## src/lrc_pkg.sv

```systemverilog
// lrc_pkg: constants and carrier types for the lfsr random / crc16 block
// assumes an apb slave with 32-bit data, one register per aligned word
package lrc_pkg;
	// ************************************************************
	// register map
	// ************************************************************
	localparam logic [11:0] LRC_SEED_LOW_OFS = 12'h000;
	localparam logic [11:0] LRC_CRC_HIGH_OFS = 12'h004;
	localparam logic [11:0] LRC_RUN_CTRL_OFS = 12'h008;
	// ************************************************************
	// fields and reset values
	// ************************************************************
	localparam int LRC_BYTE_W = 8;
	localparam int LRC_RUN_LSB = 0;
	localparam int LRC_RUN_W = 2;
	localparam logic [15:0] LRC_LFSR_RESET = 16'hffff;
	localparam logic [15:0] LRC_POLY = 16'h8005;
	localparam int LRC_RAND_STEPS = 13;
	localparam int LRC_CRC_STEPS = 8;
	typedef enum logic [1:0] {
		LRC_RUN_AUTO = 2'b00,
		LRC_RUN_STEP = 2'b01,
		LRC_RUN_RSVD = 2'b10,
		LRC_RUN_OFF = 2'b11
	} lrc_run_t;
	typedef struct packed {
		logic psel;
		logic penable;
		logic pwrite;
		logic [11:0] paddr;
		logic [31:0] pwdata;
	} lrc_apb_req_t;
	typedef struct packed {
		logic pready;
		logic pslverr;
		logic [31:0] prdata;
	} lrc_apb_rsp_t;
endpackage

```

## src/lrc_step.sv

```systemverilog
// lrc_step: combinational n-step advance of the crc16 lfsr
// assumes msb-first galois form, shifting toward bit 15
`timescale 1ns/1ps
`default_nettype none
module lrc_step #(
	parameter int STEPS = 1
) (
	input wire logic [15:0] state_i,
	input wire logic [7:0] data_i,
	input wire logic use_data_i,
	output logic [15:0] state_o
);
	import lrc_pkg::*;
	initial begin
		if (STEPS < 1 || STEPS > 16) begin
			$error("lrc_step: STEPS out of range");
		end
	end
	always_comb begin
		logic [15:0] s;
		logic fb;
		s = state_i;
		fb = 1'b0;
		for (int i = 0; i < STEPS; i++) begin
			// data bits enter msb first; random mode feeds zeros
			fb = s[15] ^ (use_data_i & data_i[(7 - (i % 8))]);
			s = {s[14:0], 1'b0} ^ (fb ? LRC_POLY : 16'h0000);
		end
		state_o = s;
	end
endmodule
`default_nettype wire

```

## src/lrc_top.sv

```systemverilog
// lrc_top: 16-bit lfsr used as pseudo-random byte source and crc16 engine
// assumes an apb master for cpu access and a sequencer that pulses rand_read_i
//
// What this block does
// - 16-bit lfsr, polynomial x^16+x^15+x^2+1, unrolling differs per operation.
// - run control 11 switches the generator off: sequencer reads do not shift, seed and crc writes still do.
// - run control 00: each sequencer read with no seed or crc write in the same cycle advances 13 steps at once.
// - low-byte write moves low byte to high byte, loads written byte low.
// - high-byte write starts a crc16 update, data taken msb first.
// - crc update absorbs a whole byte per clock, one byte per cycle.
// - run control 01 steps once, then clears itself back to 00.
// - reads return the lfsr: high byte and low byte registers.
//
// Local design decisions: the placing of the registers and register access over APB.
`timescale 1ns/1ps
`default_nettype none
module lrc_top (
	input wire logic clk_i,
	input wire logic reset_i,
	input wire lrc_pkg::lrc_apb_req_t apb_req_i,
	output lrc_pkg::lrc_apb_rsp_t apb_rsp_o,
	input wire logic rand_read_i,
	output logic [7:0] rand_byte_o,
	output logic [1:0] run_control_field_o
);
	import lrc_pkg::*;
	// ************************************************************
	// state
	// ************************************************************
	logic [15:0] lfsr_reg, lfsr_next;
	lrc_run_t run_reg, run_next;
	lrc_apb_rsp_t rsp_reg, rsp_next;
	logic [7:0] rand_reg, rand_next;
	logic [15:0] rand_adv, crc_adv, step_adv;
	logic access, take, wr, rd;
	// ************************************************************
	// lfsr advance networks
	// ************************************************************
	lrc_step #(.STEPS(LRC_RAND_STEPS)) u_rand (
		.state_i(lfsr_reg),
		.data_i(8'h00),
		.use_data_i(1'b0),
		.state_o(rand_adv)
	);
	lrc_step #(.STEPS(LRC_CRC_STEPS)) u_crc (
		.state_i(lfsr_reg),
		.data_i(apb_req_i.pwdata[7:0]),
		.use_data_i(1'b1),
		.state_o(crc_adv)
	);
	lrc_step #(.STEPS(1)) u_single (
		.state_i(lfsr_reg),
		.data_i(8'h00),
		.use_data_i(1'b0),
		.state_o(step_adv)
	);
	// one-wait apb: every access completes one cycle after its first access cycle
	assign access = apb_req_i.psel & apb_req_i.penable;
	// taken once, in the first access cycle; the wait cycle repeats
	// psel/penable and must not shift the lfsr a second time
	assign take = access & ~rsp_reg.pready;
	assign wr = take & apb_req_i.pwrite;
	assign rd = take & ~apb_req_i.pwrite;
	// ************************************************************
	// next state
	// ************************************************************
	always_comb begin
		lfsr_next = lfsr_reg;
		run_next = run_reg;
		rand_next = rand_reg;
		rsp_next = '0;
		// seed and crc writes take priority over sequencer and single-step advances
		if (wr && apb_req_i.paddr == LRC_SEED_LOW_OFS) begin
			lfsr_next = {lfsr_reg[7:0], apb_req_i.pwdata[7:0]};
		end else if (wr && apb_req_i.paddr == LRC_CRC_HIGH_OFS) begin
			lfsr_next = crc_adv;
		end else if (run_reg == LRC_RUN_STEP) begin
			lfsr_next = step_adv;
			run_next = LRC_RUN_AUTO;
		end else if (run_reg == LRC_RUN_AUTO && rand_read_i) begin
			lfsr_next = rand_adv;
			rand_next = rand_adv[7:0];
		end
		// off state: step and auto branches do not fire; value held unless a seed or crc write
		if (wr && apb_req_i.paddr == LRC_RUN_CTRL_OFS) begin
			run_next = lrc_run_t'(apb_req_i.pwdata[LRC_RUN_LSB +: LRC_RUN_W]);
		end
		if (take) begin
			rsp_next.pready = 1'b1;
			case (apb_req_i.paddr)
				LRC_SEED_LOW_OFS: rsp_next.prdata = {24'h000000, lfsr_reg[7:0]};
				LRC_CRC_HIGH_OFS: rsp_next.prdata = {24'h000000, lfsr_reg[15:8]};
				LRC_RUN_CTRL_OFS: rsp_next.prdata = {30'h00000000, run_reg};
				default: rsp_next.pslverr = 1'b1;
			endcase
			if (!rd) begin
				rsp_next.prdata = '0;
			end
		end
	end
	// ************************************************************
	// registers
	// ************************************************************
	always_ff @(posedge clk_i) begin
		if (reset_i) begin
			lfsr_reg <= LRC_LFSR_RESET;
			run_reg <= LRC_RUN_AUTO;
			rand_reg <= LRC_LFSR_RESET[7:0];
			rsp_reg <= '0;
		end else begin
			lfsr_reg <= lfsr_next;
			run_reg <= run_next;
			rand_reg <= rand_next;
			rsp_reg <= rsp_next;
		end
	end
	// pready from a flop means one wait state; gate it with access so it only shows during a transfer
	assign apb_rsp_o = '{pready: rsp_reg.pready & access, pslverr: rsp_reg.pslverr,
		prdata: rsp_reg.prdata};
	assign rand_byte_o = rand_reg;
	assign run_control_field_o = run_reg;

	// ************************************************************
	// elaboration checks
	// ************************************************************
	initial begin
		if (LRC_RUN_W != 2) begin
			$error("lrc_top: run control must be two bits wide");
		end
		if (LRC_BYTE_W != 8) begin
			$error("lrc_top: byte lanes must be eight bits wide");
		end
		if (LRC_CRC_STEPS != LRC_BYTE_W) begin
			$error("lrc_top: crc must absorb one whole byte per write");
		end
		if (LRC_RAND_STEPS < 1 || LRC_RAND_STEPS > 16) begin
			$error("lrc_top: random unrolling out of range");
		end
	end
endmodule
`default_nettype wire

```

## config.mk

```make
export PLATFORM = sky130hd
export DESIGN_NAME = lrc_top
export DESIGN_NICKNAME = d
export VERILOG_FILES = /design/src/lrc_pkg.sv /design/src/lrc_step.sv /design/src/lrc_top.sv
export SDC_FILE = /design/constraint.sdc
export NUM_CORES = 1
export LEC_CHECK = 0
export BUFFER_PORTS_ARGS = -buffer_cell sky130_fd_sc_hd__buf_2
export CAP_MARGIN = 20
export CORE_ASPECT_RATIO = 0.75
export CORE_MARGIN = 3
export CORE_UTILIZATION = 45
export CTS_CLUSTER_DIAMETER = 30
export DETAILED_ROUTE_END_ITERATION = 12
export GPL_ROUTABILITY_DRIVEN = 0
export PLACE_DENSITY = 0.85
export SETUP_SLACK_MARGIN = 0.2
export SLEW_MARGIN = 20
export SYNTH_ARGS = -nofsm -noshare
export SYNTH_HDL_FRONTEND = slang
export SYNTH_SLANG_ARGS = --single-unit
```

## constraint.sdc

```tcl
create_clock -name clk_i -period 2.2 [get_ports clk_i]
set_clock_uncertainty 0.15 [all_clocks]
set_input_delay 0.44 -clock clk_i [delete_from_list [all_inputs] [get_ports clk_i]]
set_output_delay 0.44 -clock clk_i [all_outputs]
set_load 0.005 [all_outputs]
```

# After elaboration in Yosys (flattened, before gate mapping)
# Index checks and enable logic that the tools add are counted.
[totals] wordCells=98 romBits=0 ramBits=0 inputBits=50 latch_bits=0 register_bits=60 out_inout_bits=44 memories=0
[op_classes] n_addsub=0 n_reduce_logical=13 n_eq_ne=5 div=0 bitwise=41 shift=0 muxes=33 n_mul=0 magnitude_cmp=0
[op_table] op="2-to-1 mux 16 bit" n=25
[op_table] op="XOR 16 bit" n=21
[op_table] op="2-to-1 mux 34 bit" n=1
[op_table] op="2-to-1 mux 32 bit" n=1
[op_table] op="one-hot mux 8 bit (3 select lines)" n=1
[op_table] op="== test 12 x 3 -> 1 bit (second input constant)" n=1
[op_table] op="== test 12 x 4 -> 1 bit (second input constant)" n=1
[op_table] op="logical NOT 12 bit" n=1
[op_table] op="2-to-1 mux 2 bit" n=4
[op_table] op="XOR 1 bit" n=8
[op_table] op="inverter 1 bit" n=7
[op_table] op="OR reduction 3 bit" n=2
[op_table] op="AND 1 bit" n=5
[op_table] op="logical AND 1 bit" n=4
[op_table] op="inequality test 2 x 1 -> 1 bit (second input constant)" n=2
[op_table] op="AND reduction 4 bit" n=1
[op_table] op="nonzero test 4 bit" n=1
[op_table] op="AND reduction 3 bit" n=1
[op_table] op="== test 2 x 1 -> 1 bit (second input constant)" n=1
[op_table] op="logical NOT 2 bit" n=1
[op_table] op="nonzero test 2 bit" n=1
[op_table] op="OR reduction 2 bit" n=1
[op_table] op="2-to-1 mux 1 bit" n=1

# Logic depth before layout (Yosys ltp)
[logic_depth] ltp_word=30 ltp_mapped=9 ltp_nobuf=6

# By module
# From an unflattened synthesis, not the netlist that was laid out.
[unflattened] cells_unflattened=366 hier_area_um2=3331.9
[modules_own_cells] module="lrc_top" area_each_um2=2229.6 seq_area_each_um2=720.7 instances=1 cells_per_inst=236
[modules_own_cells] module="lrc_step at u_rand" area_each_um2=546.8 seq_area_each_um2=0.0 instances=1 cells_per_inst=62
[modules_own_cells] module="lrc_step at u_crc" area_each_um2=407.9 seq_area_each_um2=0.0 instances=1 cells_per_inst=49
[modules_own_cells] module="lrc_step at u_single" area_each_um2=147.6 seq_area_each_um2=0.0 instances=1 cells_per_inst=19

# Worst setup path before layout
# Ideal clock, no wire load.
[synth_path] kind="input port to flip-flop" start="input port apb_req_i[33] (netlist name)" end="register rand_reg[3] (netlist: rand_byte_o[3])" required_ns=1.903 slack_ns=-0.115 stages=8 n_path_buf=3 arrival_time_ns=2.018 setup_ns=0.147 cell_sequence="or4_4 > nor4_4 > and2_1 > buf_4 > or4b_1 > buf_6 > buf_8 > o211ai_1"
[synth_via] elab_chain_cells=4 word_cells_on_any_way=7 classes_between="1 x eq/ne; 2 x bitwise; 4 x reduce/logical"
[synth_lines] item="start: declaration" line_no="lrc_top.sv:20" text="input wire lrc_pkg::lrc_apb_req_t apb_req_i,"
[synth_lines] item="== test 12 x 3 -> 1 bit or logical NOT 12 bit (tied branches)" line_no="lrc_top.sv:75, lrc_top.sv:73"
[synth_lines] item="logical AND 1 bit (on tied branches)" line_no="lrc_top.sv:75, lrc_top.sv:73"
[synth_lines] item="inverter 1 bit (no line)"
[synth_lines] item="AND reduction 4 bit (no line) *"
[synth_lines] item="end signal: assignment" line_no="lrc_top.sv:108" text="rand_reg <= LRC_LFSR_RESET[7:0];"
[synth_lines] item="end signal: assignment" line_no="lrc_top.sv:113" text="rand_reg <= rand_next;"
[synth_lines] item="end: declaration" line_no="lrc_top.sv:33" text="logic [7:0] rand_reg, rand_next;"
# Mark *: on every way between the ends. The rest lies on a longest branch, timed or not.
# A chain may end at the register's enable or synchronous reset.

# Final worst setup path
[layout_path] start="register lfsr_reg[12]" end="register lfsr_reg[15]"
[layout_via] elab_chain_cells=27 word_cells_on_any_way=45 classes_between="19 x mux; 26 x bitwise"
[layout_lines] item="start: declaration" line_no="lrc_top.sv:30" text="logic [15:0] lfsr_reg, lfsr_next;"
[layout_lines] item="start signal: assignment" line_no="lrc_top.sv:111" text="lfsr_reg <= lfsr_next;"
[layout_lines] item="XOR 16 bit (3 in a row)" line_no="lrc_step.sv:27" text="s = {s[14:0], 1'b0} ^ (fb ? LRC_POLY : 16'h0000);"
[layout_lines] item="2-to-1 mux 16 bit" line_no="lrc_step.sv:27"
[layout_lines] item="XOR 16 bit" line_no="lrc_step.sv:27"
[layout_lines] item="2-to-1 mux 16 bit" line_no="lrc_step.sv:27"
[layout_lines] item="XOR 16 bit" line_no="lrc_step.sv:27"
[layout_lines] item="2-to-1 mux 16 bit" line_no="lrc_step.sv:27"
[layout_lines] item="XOR 16 bit" line_no="lrc_step.sv:27"
[layout_lines] item="2-to-1 mux 16 bit" line_no="lrc_step.sv:27"
[layout_lines] item="(+9 left out)"
[layout_lines] item="2-to-1 mux 16 bit" line_no="lrc_step.sv:27"
[layout_lines] item="XOR 16 bit" line_no="lrc_step.sv:27"
[layout_lines] item="2-to-1 mux 16 bit" line_no="lrc_step.sv:27"
[layout_lines] item="XOR 16 bit" line_no="lrc_step.sv:27"
[layout_lines] item="2-to-1 mux 16 bit" line_no="lrc_top.sv:80" text="end else if (run_reg == LRC_RUN_AUTO && rand_read_i) begin"
[layout_lines] item="2-to-1 mux 16 bit" line_no="lrc_top.sv:77" text="end else if (run_reg == LRC_RUN_STEP) begin"
[layout_lines] item="2-to-1 mux 16 bit *" line_no="lrc_top.sv:75" text="end else if (wr && apb_req_i.paddr == LRC_CRC_HIGH_OFS) begin"
[layout_lines] item="2-to-1 mux 16 bit *" line_no="lrc_top.sv:73" text="if (wr && apb_req_i.paddr == LRC_SEED_LOW_OFS) begin"
# Mark *: on every way between the ends. The rest lies on a longest branch, timed or not. The select of a mux whose other input is x is not followed.

==> flow_summary.json <==
{
  "criticalPathCategory": "register to register",
  "clock_latency_ns": 0.30,
  "cts_root_buf": "clkbuf_8",
  "routed_wl_mm": 7.11,
  "async_flop_share_pct": 0,
  "cp-start-kind": "register",
  "critPathRequiredTime_ns": 2.21,
  "coreArea_um2": 5440,
  "cp-end-kind": "register",
  "initial_utilization_pct": 47.3,
  "rsz0062_at_grt": "yes",
  "n_antenna_cell": 0,
  "cts_buffers": 5,
  "fin_setup_tns_ns": 0,
  "via_per_inst": 5.39,
  "dp_cells": 428,
  "seqPwrFrac_pct": 30.5,
  "post-synth-top-count-cell": "dfxtp_1",
  "maxCapViolCount": 0,
  "syn2layout_area_growth_pct": 29.3,
  "finalSetupViolCount": 0,
  "h-tree-depth": 2,
  "grt_pass1_vias": 2178,
  "cp.arrival_ns": 2.07,
  "grt-ovfl-total": 0,
  "vdd_drop_max_v": 0.000443,
  "avgSynthCellArea_um2": 8.58,
  "synthCells": 300,
  "via_count": 2431,
  "num_rows": 23,
  "final_core_util_pct": 61.2,
  "grt_pass1_wl_mm": 10.7,
  "hold_class": "input pin to register",
  "fin_cells": 451,
  "synth.area.top_cells": "dfxtp_1 28%, xnor2_1 11%, buf_4 10%",
  "ys_ff_latch": 36,
  "fin_total_pwr_uw": 2730,
  "period_minus_slack_ns": 2.06,
  "die_area_um2": 6680,
  "first_pass_iters": 4,
  "p_int_uw": 1790,
  "power.leakage_uw": 0.00150,
  "yosysWarningCount": 0,
  "p_comb_share_pct": 51.2,
  "synth_edf_count": 0,
  "p_clk_share_pct": 18.4,
  "design_area_um2": 3330,
  "synth_top_area_share_pct": 28.0,
  "tritoncts": "built",
  "ant_nets": 0,
  "status": "finished clean",
  "cts_buffer_depth": 2,
  "hold_viol_final": 0,
  "max_freq_mhz": 485,
  "die_h_um": 71.5,
  "nFillCells": 423,
  "antenna_found_initial": 0,
  "num_io_pins": 94,
  "power_switching_uw": 940,
  "fin_crit_sh_pct": 93.6,
  "clock-sinks": 36,
  "path_clk_slew_ns": 0.07,
  "drtIter0Drc": 206,
  "nNetsFinal": 425,
  "grt_max_degree": 33,
  "ys.flop_type": "dfxtp_1",
  "drc": 0,
  "synth_commonest_cells": "36 x dfxtp_1, 35 x buf_4, 33 x xnor2_1, 31 x nor2_1, 20 x a211oi_1",
  "yosysUniqueCellTypes": 48,
  "p_sw_share_pct": 34.4,
  "largest_reg_flops": 16,
  "port-buffer-count": 45,
  "synth.largest_area_cell": "dfxtp_1",
  "power_density_nw_per_um2": 820,
  "report.final.slew_viol_count": 0,
  "die_w_um": 93.3,
  "wl_per_cell_um": 15.8,
  "cp_max_fo": 3,
  "yosysSeqAreaShare_pct": 28.0,
  "postPlaceCellArea_um2": 2960,
  "hpwl_mm": 4.87,
  "synth_area_um2": 2570,
  "layout-drive-gt1-share_pct": 38.6,
  "gr-usage-all-layers_pct": 20.3
}
==> worst max-delay path, stage by stage (launching register included) <==
cell and delay [ns]:
dfxtp_4 0.37, xnor2_4 0.15, xnor2_2 0.22, xnor3_2 0.50, xnor2_1 0.15, a211oi_1 0.26, o221ai_1 0.13
==> path summary, 6_finish.rpt <==
path                                 end           start  cells after the start  slack [ns]
setup / recovery            lfsr_reg[15]    lfsr_reg[12]                      6        0.14
hold / removal    run_control_field_o[0]         reset_i                      2        0.27
hold reg to reg           rand_byte_o[4]  rand_byte_o[4]                      2        0.33
setup reg to reg            lfsr_reg[15]    lfsr_reg[12]                      6        0.14
==> cell usage in the layout (no fill, tap or decap), types with 4 or more instances in the layout <==
cell type and count:
xnor2_1 27, nand2_2 5, o211ai_2 4, clkbuf_8 6
buf_2 45, buf_12 4, inv_1 4, conb_1 24
dfxtp_1 29, o21ai_0 9, a211oi_1 20, o211ai_1 14
buf_4 49, nand2_1 18, a21oi_1 14, xnor2_2 6
dfxtp_2 5, mux2i_1 8, nor2_1 31, xnor2_4 4
==> what timing repair did <==
| item | in CTS | in global routing |
|---|---|---|
| hold buffers | 0 | 0 |
| endpoints found under the setup margin | 11 | 14 |
| resized for setup | 23 | 6 |
| setup buffers | 7 | 7 |
| pin swaps | 9 | 2 |
| cloned | 1 | 0 |
==> cell families (layout without fill, tap and decap cells) <==
kind of cell    count (synthesis)  after routing  share of synthesized area, %
simple gates                   77             77                          14.8
compound gates                 72             72                          19.5
xor+xnor                       44             44                          18.9
other cells                     1             24                         0.146
mux                             9              9                          3.55
flops                          36             36                          28.0
buf+inv                        61            114                          15.2
==> stage by stage <==
stage	hold WS (ns)	setup slack (ns)
floorplan	0.320	-0.112
global placement	0.304	-0.123
detailed placement	0.313	-0.165
CTS	0.259	0.109
global route	0.291	0.0358
finish	0.265	0.140
==> area by class of cell <==
type | count | area, µm² | area share, %
multi-input cells | 226 | 1660 | 49.7
repair buffers | 102 | 738 | 22.2
flip-flops and latches | 36 | 734 | 22.1
well taps | 75 | 93.8 | 2.82
clock buffers | 6 | 82.6 | 2.48
inverters | 4 | 15.0 | 0.451
clock inverters | 2 | 10.0 | 0.301
==> layer usage <==
layer	part of all wire [%]	vias to the layer above	global-route usage [%]	wire, µm
li1	-	1126	-	-
met2	48	139	32.9	3410
met4	2.2	0	5.69	156
met1	40	1149	27.6	2870
met3	9.5	17	4.20	674
met5	0	-	0	0
==> power groups by stage <==
stage                     combinational, µW  sequential [µW]  clock, µW
final                                  1400              832        501
after global routing                   1500              842        529
after CTS                              1330              825        501
after detailed placement               1180              824          0
after global placement                 1160              818          0
after floorplan                         902              798          0
Power figures use the tool's default switching activity.
